`config.mk`:
```
export PLATFORM = sky130hd
export DESIGN_NAME = gate_driver_fault_gating
export DESIGN_NICKNAME = d
export VERILOG_FILES = /design/src/verilog/fault_gating_pkg.sv /design/src/verilog/gate_driver_fault_gating.sv
export SDC_FILE = /design/constraint.sdc
export NUM_CORES = 1
export LEC_CHECK = 0
export BUFFER_PORTS_ARGS = -buffer_cell sky130_fd_sc_hd__buf_2
export CAP_MARGIN = 40
export CORE_MARGIN = 1
export CORE_UTILIZATION = 59
export CTS_BUF_LIST = sky130_fd_sc_hd__clkbuf_8
export CTS_CLUSTER_SIZE = 20
export DETAILED_ROUTE_END_ITERATION = 6
export GPL_ROUTABILITY_DRIVEN = 0
export GPL_TIMING_DRIVEN = 0
export PLACE_DENSITY = 0.81
export SLEW_MARGIN = 25
export SYNTH_ARGS = -nofsm -noshare
export SYNTH_HDL_FRONTEND = slang
export SYNTH_SLANG_ARGS = --single-unit
```
`constraint.sdc`:
```
create_clock -name CLK_IN -period 3.4 [get_ports CLK_IN]
set_input_delay 0.51 -clock CLK_IN [delete_from_list [all_inputs] [get_ports CLK_IN]]
set_output_delay 0.51 -clock CLK_IN [all_outputs]
set_load 0.005 [all_outputs]
```
`src/verilog/fault_gating_pkg.sv`:
```
// constants shared by the gate-driver fault supervision block
package fault_gating_pkg;
	localparam int CLK_MHZ          = 200;
	localparam int FRAME_GAP_NS     = 19000;
	localparam int FRAME_GAP_CYCLES = (FRAME_GAP_NS * CLK_MHZ + 999) / 1000;
	localparam int FRAME_BITS       = 24;
	localparam int CRC_BITS         = 8;
	localparam logic [7:0] CRC_POLY = 8'h2F;
	localparam logic [7:0] CRC_INIT = 8'hFF;
	localparam int DEADTIME_W       = 8;
	localparam int MONITOR_W        = 8;
	localparam int FILTER_W         = 8;
	localparam int THRESH_W         = 8;
	localparam logic [7:0] DEADTIME_RESET = 8'h10;
	localparam logic [7:0] MONITOR_RESET  = 8'h20;
	localparam logic [7:0] FILTER_RESET   = 8'h04;
	localparam logic [7:0] THRESH_RESET   = 8'h80;
	// index of each flag inside the clear vector and the status outputs
	localparam int FLAG_GATE     = 0;
	localparam int FLAG_SHORT    = 1;
	localparam int FLAG_OVERCUR  = 2;
	localparam int FLAG_DEADTIME = 3;
	localparam int FLAG_WATCHDOG = 4;
	localparam int FLAG_SERIAL   = 5;
	localparam int FLAG_REGUV    = 6;
	localparam int FLAG_COUNT    = 7;
	typedef enum logic [1:0]
	{
		FRAME_IDLE = 2'b00,
		FRAME_BUSY = 2'b01,
		FRAME_GAP  = 2'b11
	} frame_state_type;
endpackage

```
`src/verilog/gate_driver_fault_gating.sv`:
```
// fault supervision, serial frame checking and pwm gating of a gate driver
// Operation
// - low fail-safe enable blocks pwm output
// - unlock bit set keeps pwm disabled
// - delayed gate-voltage fault latches, locks pwm
// - gate-voltage mask zero stops pwm lockout
// - short-circuit latches, blocks pwm, never masked
// - short-circuit threshold and filter are settable
// - dead time enforced; violation sets fault flag
// - dead time programmable; dead-time fault maskable
// - overcurrent latches unmasked, pwm keeps running
// - overcurrent threshold and filter are settable
// - die watchdog failure at start sets flag
// - frames must be multiples of 24 clocks
// - bad frame crc sets serial error
// - frame gap under 19 us flags error
// - undriven bus at start may flag error
// - self test also clears serial error
// - regulator undervoltage latches until host clears
// - settings need unlock; clears always allowed
`timescale 1ns/1ps
module gate_driver_fault_gating #(
	parameter int GAP_CYCLES = fault_gating_pkg::FRAME_GAP_CYCLES
) (
	input  wire logic                 CLK_IN,
	input  wire logic                 RESET_N_IN,
	input  wire logic                 FAILSAFE_ENABLE_N_IN,
	input  wire logic                 PWM_HIGH_IN,
	input  wire logic                 PWM_LOW_IN,
	input  wire logic                 GATE_MONITOR_BAD_IN,
	input  wire logic [7:0]           SHORT_SENSE_IN,
	input  wire logic [7:0]           CURRENT_SENSE_IN,
	input  wire logic                 DIE_LINK_FAIL_IN,
	input  wire logic                 REG_UNDERVOLT_IN,
	input  wire logic                 CHIP_SELECT_N_IN,
	input  wire logic                 SERIAL_CLOCK_IN,
	input  wire logic                 SERIAL_DATA_IN,
	input  wire logic                 SELF_TEST_CLEAR_IN,
	input  wire logic                 CONFIG_UNLOCK_WRITE_IN,
	input  wire logic                 CONFIG_UNLOCK_VALUE_IN,
	input  wire logic                 SETTINGS_WRITE_IN,
	input  wire logic [7:0]           DEADTIME_SETTINGS_IN,
	input  wire logic [7:0]           GATE_MONITOR_SETTINGS_IN,
	input  wire logic [7:0]           SHORT_THRESHOLD_IN,
	input  wire logic [7:0]           SHORT_FILTER_IN,
	input  wire logic [7:0]           OVERCURRENT_THRESHOLD_IN,
	input  wire logic [7:0]           OVERCURRENT_FILTER_IN,
	input  wire logic                 GATE_VOLTAGE_FAULT_MASK_IN,
	input  wire logic                 DEADTIME_FAULT_MASK_IN,
	input  wire logic [6:0]           FLAG_CLEAR_IN,
	output logic                      GATE_HIGH_OUT,
	output logic                      GATE_LOW_OUT,
	output logic                      CONFIG_UNLOCK_OUT,
	output logic [6:0]                FAULT_FLAGS_OUT
);
	localparam int NF = fault_gating_pkg::FLAG_COUNT;

	// synchronisers for the nine single-bit pins from outside the clock domain; the sense buses are used unsynchronised
	localparam int NS = 9;
	logic [NS-1:0] raw_pins;
	logic [NS-1:0] sync1_q;
	logic [NS-1:0] sync2_q;
	assign raw_pins = {FAILSAFE_ENABLE_N_IN, PWM_HIGH_IN, PWM_LOW_IN, GATE_MONITOR_BAD_IN, DIE_LINK_FAIL_IN,
		REG_UNDERVOLT_IN, CHIP_SELECT_N_IN, SERIAL_CLOCK_IN, SERIAL_DATA_IN};
	always_ff @(posedge CLK_IN or negedge RESET_N_IN)
	begin
		if (!RESET_N_IN)
		begin
			sync1_q <= {1'b0, 5'h00, 1'b1, 2'h0};
			sync2_q <= {1'b0, 5'h00, 1'b1, 2'h0};
		end
		else
		begin
			sync1_q <= raw_pins;
			sync2_q <= sync1_q;
		end
	end
	logic fsen_n, pwm_h, pwm_l, gmon_bad, die_fail, reg_uv, cs_n, sclk, sdata;
	assign fsen_n   = sync2_q[8];
	assign pwm_h    = sync2_q[7];
	assign pwm_l    = sync2_q[6];
	assign gmon_bad = sync2_q[5];
	assign die_fail = sync2_q[4];
	assign reg_uv   = sync2_q[3];
	assign cs_n     = sync2_q[2];
	assign sclk     = sync2_q[1];
	assign sdata    = sync2_q[0];

	// configuration, only taken while unlocked
	logic       unlock_q;
	logic [7:0] deadtime_q, monitor_q, sc_thr_q, sc_filt_q, oc_thr_q, oc_filt_q;
	logic       gmask_q, dmask_q;
	always_ff @(posedge CLK_IN or negedge RESET_N_IN)
	begin
		if (!RESET_N_IN)
			unlock_q <= 1'b0;
		else if (CONFIG_UNLOCK_WRITE_IN)
			unlock_q <= CONFIG_UNLOCK_VALUE_IN;
	end
	always_ff @(posedge CLK_IN or negedge RESET_N_IN)
	begin
		if (!RESET_N_IN)
		begin
			deadtime_q <= fault_gating_pkg::DEADTIME_RESET;
			monitor_q  <= fault_gating_pkg::MONITOR_RESET;
			sc_thr_q   <= fault_gating_pkg::THRESH_RESET;
			sc_filt_q  <= fault_gating_pkg::FILTER_RESET;
			oc_thr_q   <= fault_gating_pkg::THRESH_RESET;
			oc_filt_q  <= fault_gating_pkg::FILTER_RESET;
			gmask_q    <= 1'b1;
			dmask_q    <= 1'b1;
		end
		else if (SETTINGS_WRITE_IN && unlock_q)
		begin
			deadtime_q <= DEADTIME_SETTINGS_IN;
			monitor_q  <= GATE_MONITOR_SETTINGS_IN;
			sc_thr_q   <= SHORT_THRESHOLD_IN;
			sc_filt_q  <= SHORT_FILTER_IN;
			oc_thr_q   <= OVERCURRENT_THRESHOLD_IN;
			oc_filt_q  <= OVERCURRENT_FILTER_IN;
			gmask_q    <= GATE_VOLTAGE_FAULT_MASK_IN;
			dmask_q    <= DEADTIME_FAULT_MASK_IN;
		end
	end

	// detection filters: condition must persist for the programmed cycles
	logic [7:0] gmon_cnt_q, sc_cnt_q, oc_cnt_q;
	logic       gate_evt, sc_evt, oc_evt;
	assign gate_evt = gmon_bad && (gmon_cnt_q >= monitor_q);
	assign sc_evt   = (SHORT_SENSE_IN >= sc_thr_q) && (sc_cnt_q >= sc_filt_q);
	assign oc_evt   = (CURRENT_SENSE_IN >= oc_thr_q) && (oc_cnt_q >= oc_filt_q);
	always_ff @(posedge CLK_IN or negedge RESET_N_IN)
	begin
		if (!RESET_N_IN)
		begin
			gmon_cnt_q <= 8'h00;
			sc_cnt_q   <= 8'h00;
			oc_cnt_q   <= 8'h00;
		end
		else
		begin
			gmon_cnt_q <= !gmon_bad ? 8'h00 : (gate_evt ? gmon_cnt_q : gmon_cnt_q + 8'h01);
			sc_cnt_q   <= (SHORT_SENSE_IN < sc_thr_q) ? 8'h00 : (sc_evt ? sc_cnt_q : sc_cnt_q + 8'h01);
			oc_cnt_q   <= (CURRENT_SENSE_IN < oc_thr_q) ? 8'h00 : (oc_evt ? oc_cnt_q : oc_cnt_q + 8'h01);
		end
	end

	// dead time: each side turns on only after both were off for the set time
	logic [7:0] off_cnt_q;
	logic       dt_viol, dt_ready, block;
	assign dt_ready = off_cnt_q >= deadtime_q;
	// a one-sided request held back by a block is not a dead-time fault
	assign dt_viol  = (pwm_h && pwm_l)
		|| (!block && (pwm_h || pwm_l) && !GATE_HIGH_OUT && !GATE_LOW_OUT && !dt_ready);
	always_ff @(posedge CLK_IN or negedge RESET_N_IN)
	begin
		if (!RESET_N_IN)
			off_cnt_q <= 8'h00;
		else if (GATE_HIGH_OUT || GATE_LOW_OUT)
			off_cnt_q <= 8'h00;
		else if (!dt_ready)
			off_cnt_q <= off_cnt_q + 8'h01;
	end

	// serial frame checker: bit count, crc and inter-frame gap
	fault_gating_pkg::frame_state_type frame_q;
	logic        sclk_d_q;
	logic [7:0]  bit_cnt_q;
	logic [7:0]  crc_q;
	logic [15:0] gap_cnt_q;
	logic        frame_err, sclk_rise, cs_fall;
	logic [7:0]  crc_next;
	assign sclk_rise = sclk && !sclk_d_q;
	assign crc_next  = {crc_q[6:0], 1'b0} ^ ((crc_q[7] ^ sdata) ? fault_gating_pkg::CRC_POLY : 8'h00);
	assign cs_fall   = !cs_n && frame_q != fault_gating_pkg::FRAME_BUSY;
	// a frame ends good only with bit count a multiple of 24 and zero crc residue
	assign frame_err = (frame_q == fault_gating_pkg::FRAME_BUSY && cs_n
		&& (bit_cnt_q != 8'd0 || crc_q != 8'h00))
		|| (cs_fall && frame_q == fault_gating_pkg::FRAME_GAP);
	always_ff @(posedge CLK_IN or negedge RESET_N_IN)
	begin
		if (!RESET_N_IN)
		begin
			frame_q   <= fault_gating_pkg::FRAME_IDLE;
			sclk_d_q  <= 1'b0;
			bit_cnt_q <= 8'h00;
			crc_q     <= fault_gating_pkg::CRC_INIT;
			gap_cnt_q <= 16'h0000;
		end
		else
		begin
			sclk_d_q <= sclk;
			case (frame_q)
				fault_gating_pkg::FRAME_IDLE, fault_gating_pkg::FRAME_GAP:
				begin
					gap_cnt_q <= gap_cnt_q + 16'h0001;
					if (gap_cnt_q >= 16'(GAP_CYCLES - 1))
						frame_q <= fault_gating_pkg::FRAME_IDLE;
					if (!cs_n)
					begin
						frame_q   <= fault_gating_pkg::FRAME_BUSY;
						bit_cnt_q <= 8'h00;
						crc_q     <= fault_gating_pkg::CRC_INIT;
					end
				end
				fault_gating_pkg::FRAME_BUSY:
				begin
					if (cs_n)
					begin
						frame_q   <= fault_gating_pkg::FRAME_GAP;
						gap_cnt_q <= 16'h0000;
					end
					else if (sclk_rise)
					begin
						// bit count wraps per 24-bit word; crc runs across the whole frame
						bit_cnt_q <= (bit_cnt_q == 8'(fault_gating_pkg::FRAME_BITS - 1)) ? 8'h00
							: bit_cnt_q + 8'h01;
						crc_q     <= crc_next;
					end
				end
				default:
					frame_q <= fault_gating_pkg::FRAME_IDLE;
			endcase
		end
	end

	// sticky flags; a new event beats a clear in the same cycle
	logic [NF-1:0] flags_q;
	logic [NF-1:0] evt;
	logic [NF-1:0] clr;
	assign evt[fault_gating_pkg::FLAG_GATE]     = gate_evt;
	assign evt[fault_gating_pkg::FLAG_SHORT]    = sc_evt;
	assign evt[fault_gating_pkg::FLAG_OVERCUR]  = oc_evt;
	assign evt[fault_gating_pkg::FLAG_DEADTIME] = dt_viol;
	assign evt[fault_gating_pkg::FLAG_WATCHDOG] = die_fail;
	assign evt[fault_gating_pkg::FLAG_SERIAL]   = frame_err; // undriven select reads as a bad frame
	assign evt[fault_gating_pkg::FLAG_REGUV]    = reg_uv;
	always_comb
	begin
		clr = FLAG_CLEAR_IN;
		clr[fault_gating_pkg::FLAG_SERIAL] = FLAG_CLEAR_IN[fault_gating_pkg::FLAG_SERIAL] | SELF_TEST_CLEAR_IN;
	end
	genvar gi;
	generate
		for (gi = 0; gi < NF; gi++)
		begin : g_flag
			always_ff @(posedge CLK_IN or negedge RESET_N_IN)
			begin
				if (!RESET_N_IN)
					flags_q[gi] <= 1'b0;
				else if (evt[gi])
					flags_q[gi] <= 1'b1;
				else if (clr[gi])
					flags_q[gi] <= 1'b0;
			end
		end
	endgenerate

	// output gating
	assign block = fsen_n == 1'b0
		|| unlock_q
		|| (flags_q[fault_gating_pkg::FLAG_GATE] && gmask_q)
		|| flags_q[fault_gating_pkg::FLAG_SHORT];
	always_ff @(posedge CLK_IN or negedge RESET_N_IN)
	begin
		if (!RESET_N_IN)
		begin
			GATE_HIGH_OUT <= 1'b0;
			GATE_LOW_OUT  <= 1'b0;
		end
		else
		begin
			// corrected output: never both on, and only after dead time
			GATE_HIGH_OUT <= !block && pwm_h && !pwm_l && (GATE_HIGH_OUT || dt_ready);
			GATE_LOW_OUT  <= !block && pwm_l && !pwm_h && (GATE_LOW_OUT || dt_ready);
		end
	end
	assign CONFIG_UNLOCK_OUT = unlock_q;
	// dead-time flag shows masked off when its mask bit is zero
	logic [NF-1:0] shown;
	always_comb
	begin
		shown = flags_q;
		shown[fault_gating_pkg::FLAG_DEADTIME] = flags_q[fault_gating_pkg::FLAG_DEADTIME] & dmask_q;
	end
	always_ff @(posedge CLK_IN or negedge RESET_N_IN)
	begin
		if (!RESET_N_IN)
			FAULT_FLAGS_OUT <= 7'h00;
		else
			FAULT_FLAGS_OUT <= shown;
	end

	a_failsafe_block: assert property (@(posedge CLK_IN) disable iff (!RESET_N_IN)
		!fsen_n |=> !GATE_HIGH_OUT && !GATE_LOW_OUT) else $error("pwm passed with failsafe low");
	a_unlock_block: assert property (@(posedge CLK_IN) disable iff (!RESET_N_IN)
		unlock_q |=> !GATE_HIGH_OUT && !GATE_LOW_OUT) else $error("pwm passed while unlocked");
	a_short_block: assert property (@(posedge CLK_IN) disable iff (!RESET_N_IN)
		flags_q[fault_gating_pkg::FLAG_SHORT] |=> !GATE_HIGH_OUT && !GATE_LOW_OUT) else $error("pwm during short");
	a_gate_lock: assert property (@(posedge CLK_IN) disable iff (!RESET_N_IN)
		flags_q[fault_gating_pkg::FLAG_GATE] && gmask_q |=> !GATE_HIGH_OUT) else $error("pwm during gate fault");
	a_no_overlap: assert property (@(posedge CLK_IN) disable iff (!RESET_N_IN)
		!(GATE_HIGH_OUT && GATE_LOW_OUT)) else $error("both gates on");
	a_flag_sticky: assert property (@(posedge CLK_IN) disable iff (!RESET_N_IN)
		flags_q[fault_gating_pkg::FLAG_OVERCUR] && !clr[fault_gating_pkg::FLAG_OVERCUR]
		|=> flags_q[fault_gating_pkg::FLAG_OVERCUR]) else $error("flag lost without clear");
	a_serial_set: assert property (@(posedge CLK_IN) disable iff (!RESET_N_IN)
		frame_err |=> flags_q[fault_gating_pkg::FLAG_SERIAL]) else $error("serial error not flagged");
	a_locked_cfg: assert property (@(posedge CLK_IN) disable iff (!RESET_N_IN)
		!unlock_q |=> $stable(deadtime_q) && $stable(gmask_q)) else $error("settings changed while locked");
endmodule

```
Yosys cells after proc, flatten, opt, wreduce, memory -nomap -nowiden. Cells that the tools add are included.

Add/subtract/negate cells: 6. $lt $le $gt $ge: 9. Equal/unequal tests: 13. Multiplexer cells: 38. Bitwise gates (word level): 5. Reduce and logical (&&, ||, !) cells: 54.

Operator list (number): 8-bit 2-to-1 mux (15); 8-bit >= comparator (6); 8-bit by 1-bit adder with 8-bit output, second input constant (5); 16-bit case mux with 2 select lines (1); 8-bit case mux with 2 select lines (2); 1-bit logical AND (21); 16-bit by 1-bit adder with 16-bit output, second input constant (1); 16-bit by 12-bit >= comparator with 1-bit output, second input constant (1); 8-bit less-than comparator (2); 16-bit 2-to-1 mux (1); 2-bit nonzero test (8); 8-bit nonzero test (2); 1-bit 2-to-1 mux (14); 1-bit logical OR (10); 2-bit != test, second input constant (5); 8-bit by 5-bit == test with 1-bit output, second input constant (1); 1-bit zero test (8); 2-bit by 1-bit != test with 1-bit output, second input constant (4); 8-bit by 6-bit bitwise XOR with 8-bit output (1); 2-bit 2-to-1 mux (3); 6-bit 2-to-1 mux (1); 2-bit case mux with 2 select lines (1); 2-bit AND reduction (2); 4-bit AND reduction (1); other kinds (9) (9).

Flip-flop bits (word level): 152. Input bits: 88. Output and inout port bits: 10. Word-level logic and storage cells: 155.

Depth between registers and ports, before layout. Gate-level depths: netlist (run 1).

Depth after elaboration: 11. Depth in mapped cells: 9. Depth with buffers taken out: 7.

Worst setup path before layout (run 1). No wires, ideal clock.

Path kind: flip-flop to flip-flop. Start point: reg deadtime_q[4]. End point: reg off_cnt_q[7]. Library setup time: 0.078 ns. Arrival: 1.990 ns. Required time: 3.322 ns. Setup slack: 1.333 ns. Stages on the path, launching flop included: 8. Buffers on the path: 0. Period minus slack after synthesis: 2.067 ns. Cells stage by stage: dfstp_2 > inv_1 > ha_1 > a21o_1 > a221oi_2 > o21ai_2 > or4_1 > a21oi_1.

Word-level cells in the longest chain between the ends: 2.

Ends and longest elaborated chain: start, declared (RTL line gate_driver_fault_gating.sv:91) `logic [7:0] deadtime_q, monitor_q, sc_thr_q, sc_filt_q, oc_thr_q, oc_filt_q;`; start signal, assigned (RTL line gate_driver_fault_gating.sv:104) `deadtime_q <= fault_gating_pkg::DEADTIME_RESET;`; 8-bit >= comparator (RTL line gate_driver_fault_gating.sv:151) `assign dt_ready = off_cnt_q >= deadtime_q;`; 2-bit by 1-bit != test with 1-bit output (no source line); end signal, assigned (RTL line gate_driver_fault_gating.sv:162) `off_cnt_q <= off_cnt_q + 8'h01;`; end, declared (RTL line gate_driver_fault_gating.sv:149) `logic [7:0] off_cnt_q;`.

No other way between the ends. A chain may end at the register's enable or synchronous reset.

Worst setup path in the final report (run 1).
Start point: reg oc_cnt_q[5]. End point: reg oc_cnt_q[1].

Word-level cells in the longest chain between the ends: 3.

Ends and longest elaborated chain: start, declared (RTL line gate_driver_fault_gating.sv:127) `logic [7:0] gmon_cnt_q, sc_cnt_q, oc_cnt_q;`; start signal, assigned (RTL line gate_driver_fault_gating.sv:144) `oc_cnt_q <= (CURRENT_SENSE_IN < oc_thr_q) ? 8'h00 : (oc_evt ? oc_cnt_q : oc_cnt_q + 8'h01);`; 8-bit >= comparator (RTL line gate_driver_fault_gating.sv:131) `assign oc_evt = (CURRENT_SENSE_IN >= oc_thr_q) && (oc_cnt_q >= oc_filt_q);`; 1-bit logical AND (RTL line gate_driver_fault_gating.sv:131); 2-bit by 1-bit != test with 1-bit output (no source line).

No other way between the ends.

==> results of run 1 <==
power by group:
group | switching, mW | internal [mW]
clock | 0.626 | 0.835
combinational | 0.716 | 0.613
sequential | 0.257 | 2.13
total | 1.60 | 3.58
Yosys cell counts (14+ instances only):
| cell type | count |
|---|---|
| inv_1 | 68 |
| dfstp_2 | 18 |
| ha_1 | 58 |
| a21oi_1 | 25 |
| xor2_1 | 18 |
| o21ai_0 | 23 |
| mux2_2 | 52 |
| nor2_1 | 50 |
| dfrtp_1 | 134 |
| nand3_1 | 18 |
| and3_1 | 14 |
| nand2_1 | 28 |
sequential cells by signal, indices dropped and copies added, names as in the netlist, 8 cells and up:
signal and cells:
oc_thr_q 8, deadtime_q 8, oc_cnt_q 8, oc_filt_q 8
sc_thr_q 8, bit_cnt_q 8, off_cnt_q 8, sync2_q 9
monitor_q 8, crc_q 8, gap_cnt_q 16, sc_filt_q 8
sync1_q 9, sc_cnt_q 8, gmon_cnt_q 8
critical path: stages, from the launching register on:
cell and delay [ps]:
dfrtp_1 470, ha_1 350, and4_1 260, o2bb2ai_1 170, a311oi_1 660, mux2i_1 280
nor2_1 60
through the flow:
stage	power (mW)	util, %
2_1_floorplan	3.31	-
3_3_place_gp	3.61	67.4
3_5_place_dp	3.74	67.8
4_1_cts	5.22	71.4
5_1_grt	5.52	71.4
6_report	5.18	71.4
cell families after synthesis:
kind of cell	after synthesis	share of synthesized area, %
XOR/XNOR	30	3.48
adder cells (fa/ha/maj)	58	9.62
AO/OA/AOI/OAI	111	10.4
multiplexers	65	9.49
AND/OR/NAND/NOR	175	12.0
buffers and inverters	84	4.23
flip-flops	152	50.7
per-layer routing:
metal	wire length, um	GRT usage, %	up-vias
met2	7760	43.8	126
li1	-	-	2618
met1	6150	27.6	2601
met5	0	0	-
met3	594	6.80	14
met4	136	7.19	0
layout make-up:
cell class	instances	area, um2	area share, %
Sequential cell	152	3830	43.9
Multi-Input combinational cell	439	3400	38.9
Timing Repair Buffer	99	533	6.11
Clock buffer	23	317	3.63
Inverter	68	255	2.93
Tap cell	168	210	2.41
Clock inverter	9	120	1.38
Buffer	16	63.8	0.732
final timing paths:
path                                 endpoint  slack, ps  cells past startpoint
worst max-delay path              oc_cnt_q[1]       1000                      6
worst max register to register    oc_cnt_q[1]       1000                      6
max in group asynchronous          sync1_q[2]       2020                      3
min in group asynchronous       deadtime_q[5]        550                      2
worst min-delay path               sync1_q[2]        170                      1
worst min register to register     sync2_q[2]        350                      0
==> run summary, run 1 <==
Final WS setup -> 1000 ps
Initial antenna violation count -> 0
Via count of the routed design -> 5359
Period utilization -> 70.5%
Critical Path Start Type -> flip-flop
# IOs -> 98
Net Count, Synth -> 821
Most frequent cells in the layout -> dfrtp_1 (134), buf_2 (99), inv_1 (70)
Pin slew with the least headroom to its limit -> 758 ps
Mapped cell area -> 0.00754 mm2
Vias in the first global route -> 5586
Reg2reg start -> oc_cnt_q[5]
Unrepaired setup endpoints after global routing -> no
Min Clock Period, post-route -> 2400 ps
Crit. Startpoint -> oc_cnt_q[5]
DRT iter0 DRCs -> 394
Kind of critical path -> reg -> reg
Worst path required time -> 3700 ps
Biggest fanout along the worst timing path -> 7
Drt via density -> 5.50
Yosys warns -> 0
Setup_tns -> 0 ps
DRC -> 0
Endpoints failing setup -> 0
Finished Layout Cells -> 974
Max Clock Freq -> 417 MHz
Most common cell after layout, fill and taps aside -> dfrtp_1
Placed cells -> 941
CTS buffer count -> 17
Post_cts resized -> 0
PortBufs -> 97
Number of diodes -> 0
Routed Antenna Nets -> 0
Synth Instances -> 675
Crit path capture type -> flip-flop
Routed WL -> 14600 um
Clock-pin slew on the worst setup and hold paths -> 70 ps
Total track usage -> 24.1%
Mapped Avg Cell Area -> 11.2 um2
Min-delay worst type -> in -> reg
Row cnt -> 40
Clock latency on the worst-skew pair -> 440 ps
Share of cells above drive strength 1 -> 25.9%
Area contributors post-synth -> dfrtp_1 (44%), ha_1 (9.6%), mux2_2 (7.8%), dfstp_2 (6.3%), inv_1 (3.4%)
Placed Area -> 0.00827 mm2
DIE HEIGHT -> 115 um
Slew margin rel. -> 49.1%
CTS Root Cell -> clkbuf_8
Nets -> 939
Post-place setup slack -> 1080 ps
Number of synthesized flops with an enable pin -> 0
Clock Sinks -> 152
Die ar. -> 0.0132 mm2
Total grt overflow -> 0
Async SR Flop Fraction -> 100%
Longest Clk Path Bufs -> 2
# Post-CTS Setup Buffers -> 0
Clock skew -> 9.14 ps
P_leak -> 4.32 nW
Hold path start -> CHIP_SELECT_N_IN
Syn-to-layout area delta -> 15.6%
Hold Slack -> 167 ps
First-pass GRT wire length -> 24800 um
Drt pass-1 iters -> 5
Pwr Density -> 594 mW/mm2
Avg WL per Cell -> 15.0 um
Status -> finished clean
Netlist cell types -> 59
Dominant cell type by area after synthesis -> dfrtp_1
Final instance area -> 0.00872 mm2
Worst EP arrival -> 2700 ps
Yosys top cell area share -> 44.5%
Core Footprint -> 0.0122 mm2
Fin. max-slew vios -> 0
Number of fill cells in the layout -> 935
Ys flop type -> dfrtp_1
Die X -> 115 um
Hold_buf cts -> 1
Fin. Hold Viols -> 0
Post-synthesis sequential area ratio -> 50.7%
Post-DP HPWL -> 10900 um
Largest net degree at the start of global routing -> 100
Max-Cap Viols -> 0
CTS tree -> yes
Peak VDD IR -> 352 uV
Register bit total from synthesis -> 152
Starting Density -> 61.8%
Max H-tree Level -> 4
No activity file was read; power rests on OpenSTA's default activity.
==> run 2, diff against run 1 <==
- ABC_AREA: not set -> 1
- clock period: 3.4 -> 2.3 ns (I/O delays scaled with it)
==> run summary, run 2 <==
Most common cell after layout, fill and taps aside -> nand2_1
Die X -> 120 um
Yosys top cell area share -> 40.9%
CTS buffer count -> 17
Crit path capture type -> flip-flop
Finished Layout Cells -> 1300
Drt via density -> 5.18
Fin. max-slew vios -> 0
Yosys warns -> 0
Critical Path Start Type -> flip-flop
Row cnt -> 42
Grt met2 use -> 41.8%
CP most frequent cell -> nand2_1
Total track usage -> 25.8%
Total grt overflow -> 0
Vias in the first global route -> 6486
Worst path required time -> 2650 ps
Register area -> 0.00383 mm2
DRC -> 0
Most frequent cells in the layout -> nand2_1 (212), inv_1 (143), dfrtp_1 (134)
Biggest fanout along the worst timing path -> 10
Via count of the routed design -> 6740
Netlist cell types -> 43
Mapped Avg Cell Area -> 8.34 um2
Biggest regs -> gap_cnt_q x16, sync1_q x9, sync2_q x9
Clock latency on the worst-skew pair -> 470 ps
Met3 global-route usage -> 6.27%
Pin slew with the least headroom to its limit -> 563 ps
Met1 Resource Use GR -> 33.8%
Reg2reg start -> oc_filt_q[2]
Net Count, Synth -> 1130
Max-Cap Viols -> 0
Hold path start -> FLAG_CLEAR_IN[1]
Starting Density -> 61.2%
Nets -> 1257
Max FFs per register -> 16
Largest register by flop count -> gap_cnt_q
Slowest stage delay, CP -> 520 ps
Clock Sinks -> 152
Pwr Density -> 829 mW/mm2
Layer with the highest usage -> met2
Largest net degree at the start of global routing -> 90
P_leak -> 5.06 nW
Crit. Startpoint -> oc_filt_q[2]
Share of cells above drive strength 1 -> 17.6%
Synth cell count leaders -> nand2_1 (212), inv_1 (141), dfrtp_1 (134), nor2_1 (105), a21oi_1 (73)
Worst EP arrival -> 2210 ps
Syn-to-layout area delta -> 15.4%
Longest Clk Path Bufs -> 2
Ys flop type -> dfrtp_1
Min-delay worst type -> in -> reg
First-pass GRT wire length -> 29500 um
Routed WL -> 17100 um
Post_cts resized -> 0
Register bit total from synthesis -> 152
Post-layout util -> 70.6%
Unrepaired setup endpoints after global routing -> no
Most frequent cell after synthesis -> nand2_1
Slew margin rel. -> 62.5%
Die ar. -> 0.0144 mm2
Clock-pin slew on the worst setup and hold paths -> 80 ps
Number of diodes -> 0
Max H-tree Level -> 4
Area contributors post-synth -> dfrtp_1 (41%), nand2_1 (9.7%), ha_1 (8.8%), inv_1 (6.5%), dfstp_2 (5.8%)
Critical Path, Cell by Cell -> inv_1 > ha_1 > nand2_1 > inv_1 > nand2_1 > nand2_1 > nand2_1 > nand2_2 > nand2_1 > nand2_1 > nand2_1
Status -> finished clean
Period utilization -> 80.8%
DIE HEIGHT -> 120 um
Async SR Flop Fraction -> 100%
Avg WL per Cell -> 13.1 um
Max Clock Freq -> 538 MHz
Routed Antenna Nets -> 0
Fin. Hold Viols -> 0
Mapped cell area -> 0.00821 mm2
Drt pass-1 iters -> 5
Post-DP HPWL -> 12300 um
CTS tree -> yes
Synth Instances -> 984
Clock skew -> 17.8 ps
PortBufs -> 97
Number of fill cells in the layout -> 1013
Placed cells -> 1258
CTS Root Cell -> clkbuf_8
Area of the multi-input gates -> 0.00372 mm2
Core Footprint -> 0.0134 mm2
DRT iter0 DRCs -> 472
Initial antenna violation count -> 0
Slowest stage cell, crit path -> dfstp_2
# IOs -> 98
Kind of critical path -> reg -> reg
Peak VDD IR -> 575 uV
Dominant cell type by area after synthesis -> dfrtp_1
Post-synthesis sequential area ratio -> 46.6%
Min Clock Period, post-route -> 1860 ps
Number of synthesized flops with an enable pin -> 0
Setup_tns -> 0 ps
Endpoints failing setup -> 0
-- run 2: cells by family (layout without fill, tap and decap cells) --
logic type,after synthesis,after routing,synth area share [%]
and+or+nand+nor,472,472,26.0
buffers and inverters,162,302,7.97
DFF,152,152,46.6
AOI/OAI and AO/OA,117,117,7.88
adders and majority gates,58,58,8.84
xor gates and xnor gates,15,15,1.60
muxes,8,8,1.10
-- run 2: metal layers --
metal	part of all wire (%)	routed length, um	up-vias
met5	0	0	-
met3	4.9	843	18
li1	-	-	3442
met1	45	7760	3122
met2	48	8240	158
met4	1.3	226	0
-- run 2: worst paths after layout --
check	to	slack, ps	cells past startpoint
max	oc_cnt_q[4]	440	11
min in group asynchronous	oc_thr_q[5]	420	2
min	flags_q[1]	50	2
min reg2reg	sync2_q[3]	350	0
max in group asynchronous	monitor_q[5]	1070	3
max reg2reg	oc_cnt_q[4]	440	11
-- run 2: stage by stage --
| stage | hold WS, ps | total power, mW | instance area (um2) | setup slack, ps |
|---|---|---|---|---|
| 5_1_grt | 37.7 | 8.39 | 9470 | 266 |
| 6_report | 51.3 | 7.85 | 9470 | 441 |
| 4_1_cts | 28.1 | 7.89 | 9470 | 435 |
| 3_5_place_dp | 322 | 5.73 | 8950 | 453 |
| 3_3_place_gp | 332 | 5.61 | 8910 | -1320 |
| 2_1_floorplan | 49.4 | 5.09 | 8210 | 653 |
-- run 2: area by class of cell --
cell class / count / share of cell area, %
plain buffers: 19 / 1.24
clock buffers: 19 / 2.76
clock inverters: 13 / 1.65
inverters: 143 / 5.67
multi-input cells: 670 / 39.3
flip-flops and latches: 152 / 40.4
well taps: 176 / 2.33
repair buffers: 108 / 6.58
-- run 2: timing repair --
action                                 4_1_cts  5_1_grt
hold buffers                                10        0
endpoints found under the hold margin       63        0
buffers inserted                             0        0
-- run 2: worst max-delay path: cells and delay by family, from the launching register on --
kind	cells	cell delay (ps)
DFF	1	520
buffers and inverters	2	120
and+or+nand+nor	8	810
adders and majority gates	1	290
-- run 2: where the power goes --
part	switching, mW	internal, mW	total [mW]
Clock	1.02	1.12	2.14
Sequential	0.313	3.14	3.45
Combinational	1.38	0.881	2.26
==> run 3, diff against run 2 <==
- clock period: 2.3 -> 1.84 ns (I/O delays scaled with it)
==> run summary, run 3 (same netlist as run 2, synthesis figures left out) <==
Drt via density -> 5.23
Vias in the first global route -> 6505
Syn-to-layout area delta -> 17.6%
Worst path buffer plus inverter count -> 2
Initial antenna violation count -> 0
Pwr Density -> 1030 mW/mm2
Clock latency on the worst-skew pair -> 480 ps
Worst path required time -> 2200 ps
Drt pass-1 iters -> 5
Largest register by flop count -> gap_cnt_q
Kind of critical path -> reg -> reg
Crit-path leading delay family -> flip-flops
DRT iter0 DRCs -> 574
P_leak -> 5.15 nW
Number of fill cells in the layout -> 986
CTS Root Cell -> clkbuf_8
Crit path capture type -> flip-flop
Worst EP arrival -> 2140 ps
Largest net degree at the start of global routing -> 90
Most common cell after layout, fill and taps aside -> nand2_1
Slowest stage cell, crit path -> dfstp_2
PortBufs -> 97
DRC -> 0
Fin. Hold Viols -> 0
Clock power frac -> 27.0%
CTS buffer count -> 17
Starting Density -> 61.2%
Clock Sinks -> 152
Number of diodes -> 0
Critical Path Start Type -> flip-flop
Share of cells above drive strength 1 -> 19.3%
Switching part of the total -> 34.9%
Most frequent cells in the layout -> nand2_1 (205), inv_1 (143), dfrtp_1 (134)
Setup_tns -> 0 ps
Avg WL per Cell -> 13.6 um
Pin slew with the least headroom to its limit -> 571 ps
Min-delay worst type -> in -> reg
Biggest fanout along the worst timing path -> 10
Net Sw Power -> 3.48 mW
Clock skew -> 21.2 ps
Nets -> 1270
Routed WL -> 17800 um
Core Footprint -> 0.0134 mm2
Max H-tree Level -> 4
Post-DP HPWL -> 12300 um
Status -> finished clean
Via count of the routed design -> 6870
Max Clock Freq -> 561 MHz
Total track usage -> 26.2%
Die ar. -> 0.0144 mm2
Clock-pin slew on the worst setup and hold paths -> 80 ps
Fin. max-slew vios -> 0
CTS tree -> yes
Post-layout util -> 72.0%
Min Clock Period, post-route -> 1780 ps
Routed Antenna Nets -> 0
Max-Cap Viols -> 0
DIE HEIGHT -> 120 um
Max FFs per register -> 16
Total grt overflow -> 0
Slowest stage delay, CP -> 520 ps
Longest Clk Path Bufs -> 2
Biggest regs -> gap_cnt_q x16, sync1_q x9, sync2_q x9
Period utilization -> 96.8%
Flop pwr share -> 43.3%
Comb power frac -> 29.7%
Die X -> 120 um
Slew margin rel. -> 61.9%
Peak VDD IR -> 698 uV
Row cnt -> 42
Post-place setup slack -> -6.90 ps
# IOs -> 98
Final WS setup -> 58.8 ps
Critical Path, Cell by Cell -> inv_1 > ha_1 > a21o_1 > nor2_4 > nand2_2 > buf_6 > nand4_1 > nand2_1
Endpoints failing setup -> 0
First-pass GRT wire length -> 29800 um
Cell-internal power -> 6.48 mW
==> run 3: stage by stage <==
stage	cell area, um2	cells	power (mW)	hold WS [ps]
after floorplan	8210	984	6.37	-19.6
after global placement	8910	1257	7.01	332
after detailed placement	8950	1258	7.16	253
after CTS	9520	1305	9.88	0.977
after global routing	9650	1313	10.6	15.7
final	9650	1313	9.96	15.5
==> run 3: worst paths after layout <==
check	startpoint	to	slack, ps	cells after the start
setup / recovery	oc_thr_q[7]	oc_cnt_q[1]	60	8
hold / removal	CONFIG_UNLOCK_WRITE_IN	CONFIG_UNLOCK_OUT	20	2
setup reg to reg	oc_thr_q[7]	oc_cnt_q[1]	60	8
hold reg to reg	sync1_q[3]	sync2_q[3]	350	0
max in group asynchronous	RESET_N_IN	gmask_q	680	3
min in group asynchronous	RESET_N_IN	sc_cnt_q[0]	340	2
==> run 3: power groups by stage <==
stage	Clock (mW)	Sequential [mW]	Combinational, mW
finish	2.68	4.31	2.96
global route	2.85	4.39	3.38
CTS	2.73	4.31	2.84
detailed placement	0	4.37	2.79
global placement	0	4.35	2.66
floorplan	0	4.27	2.10
==> run 3: routing by layer <==
metal	up-vias	wire length, um	global-route usage, %
met3	23	820	5.99
met4	0	248	9.06
met1	3217	8010	33.9
met5	-	0	0
li1	3474	-	-
met2	156	8720	43.1
==> run 3: layout make-up <==
class | instances | area (um2) | share of cell area (%)
multi-input combinational | 673 | 3820 | 39.6
clock inverter | 13 | 156 | 1.62
tap | 176 | 220 | 2.28
timing repair buffer | 118 | 711 | 7.36
clock buffer | 19 | 262 | 2.71
buffer | 19 | 118 | 1.22
sequential | 152 | 3830 | 39.6
inverter | 143 | 539 | 5.59
==> run 3: what timing repair did <==
item,in CTS,in global routing
setup endpoints to repair,2,26
hold buffers,15,0
pin swaps,0,8
setup buffers,0,5
gates cloned,0,3
endpoints found under the hold margin,68,0
resized for setup,2,20
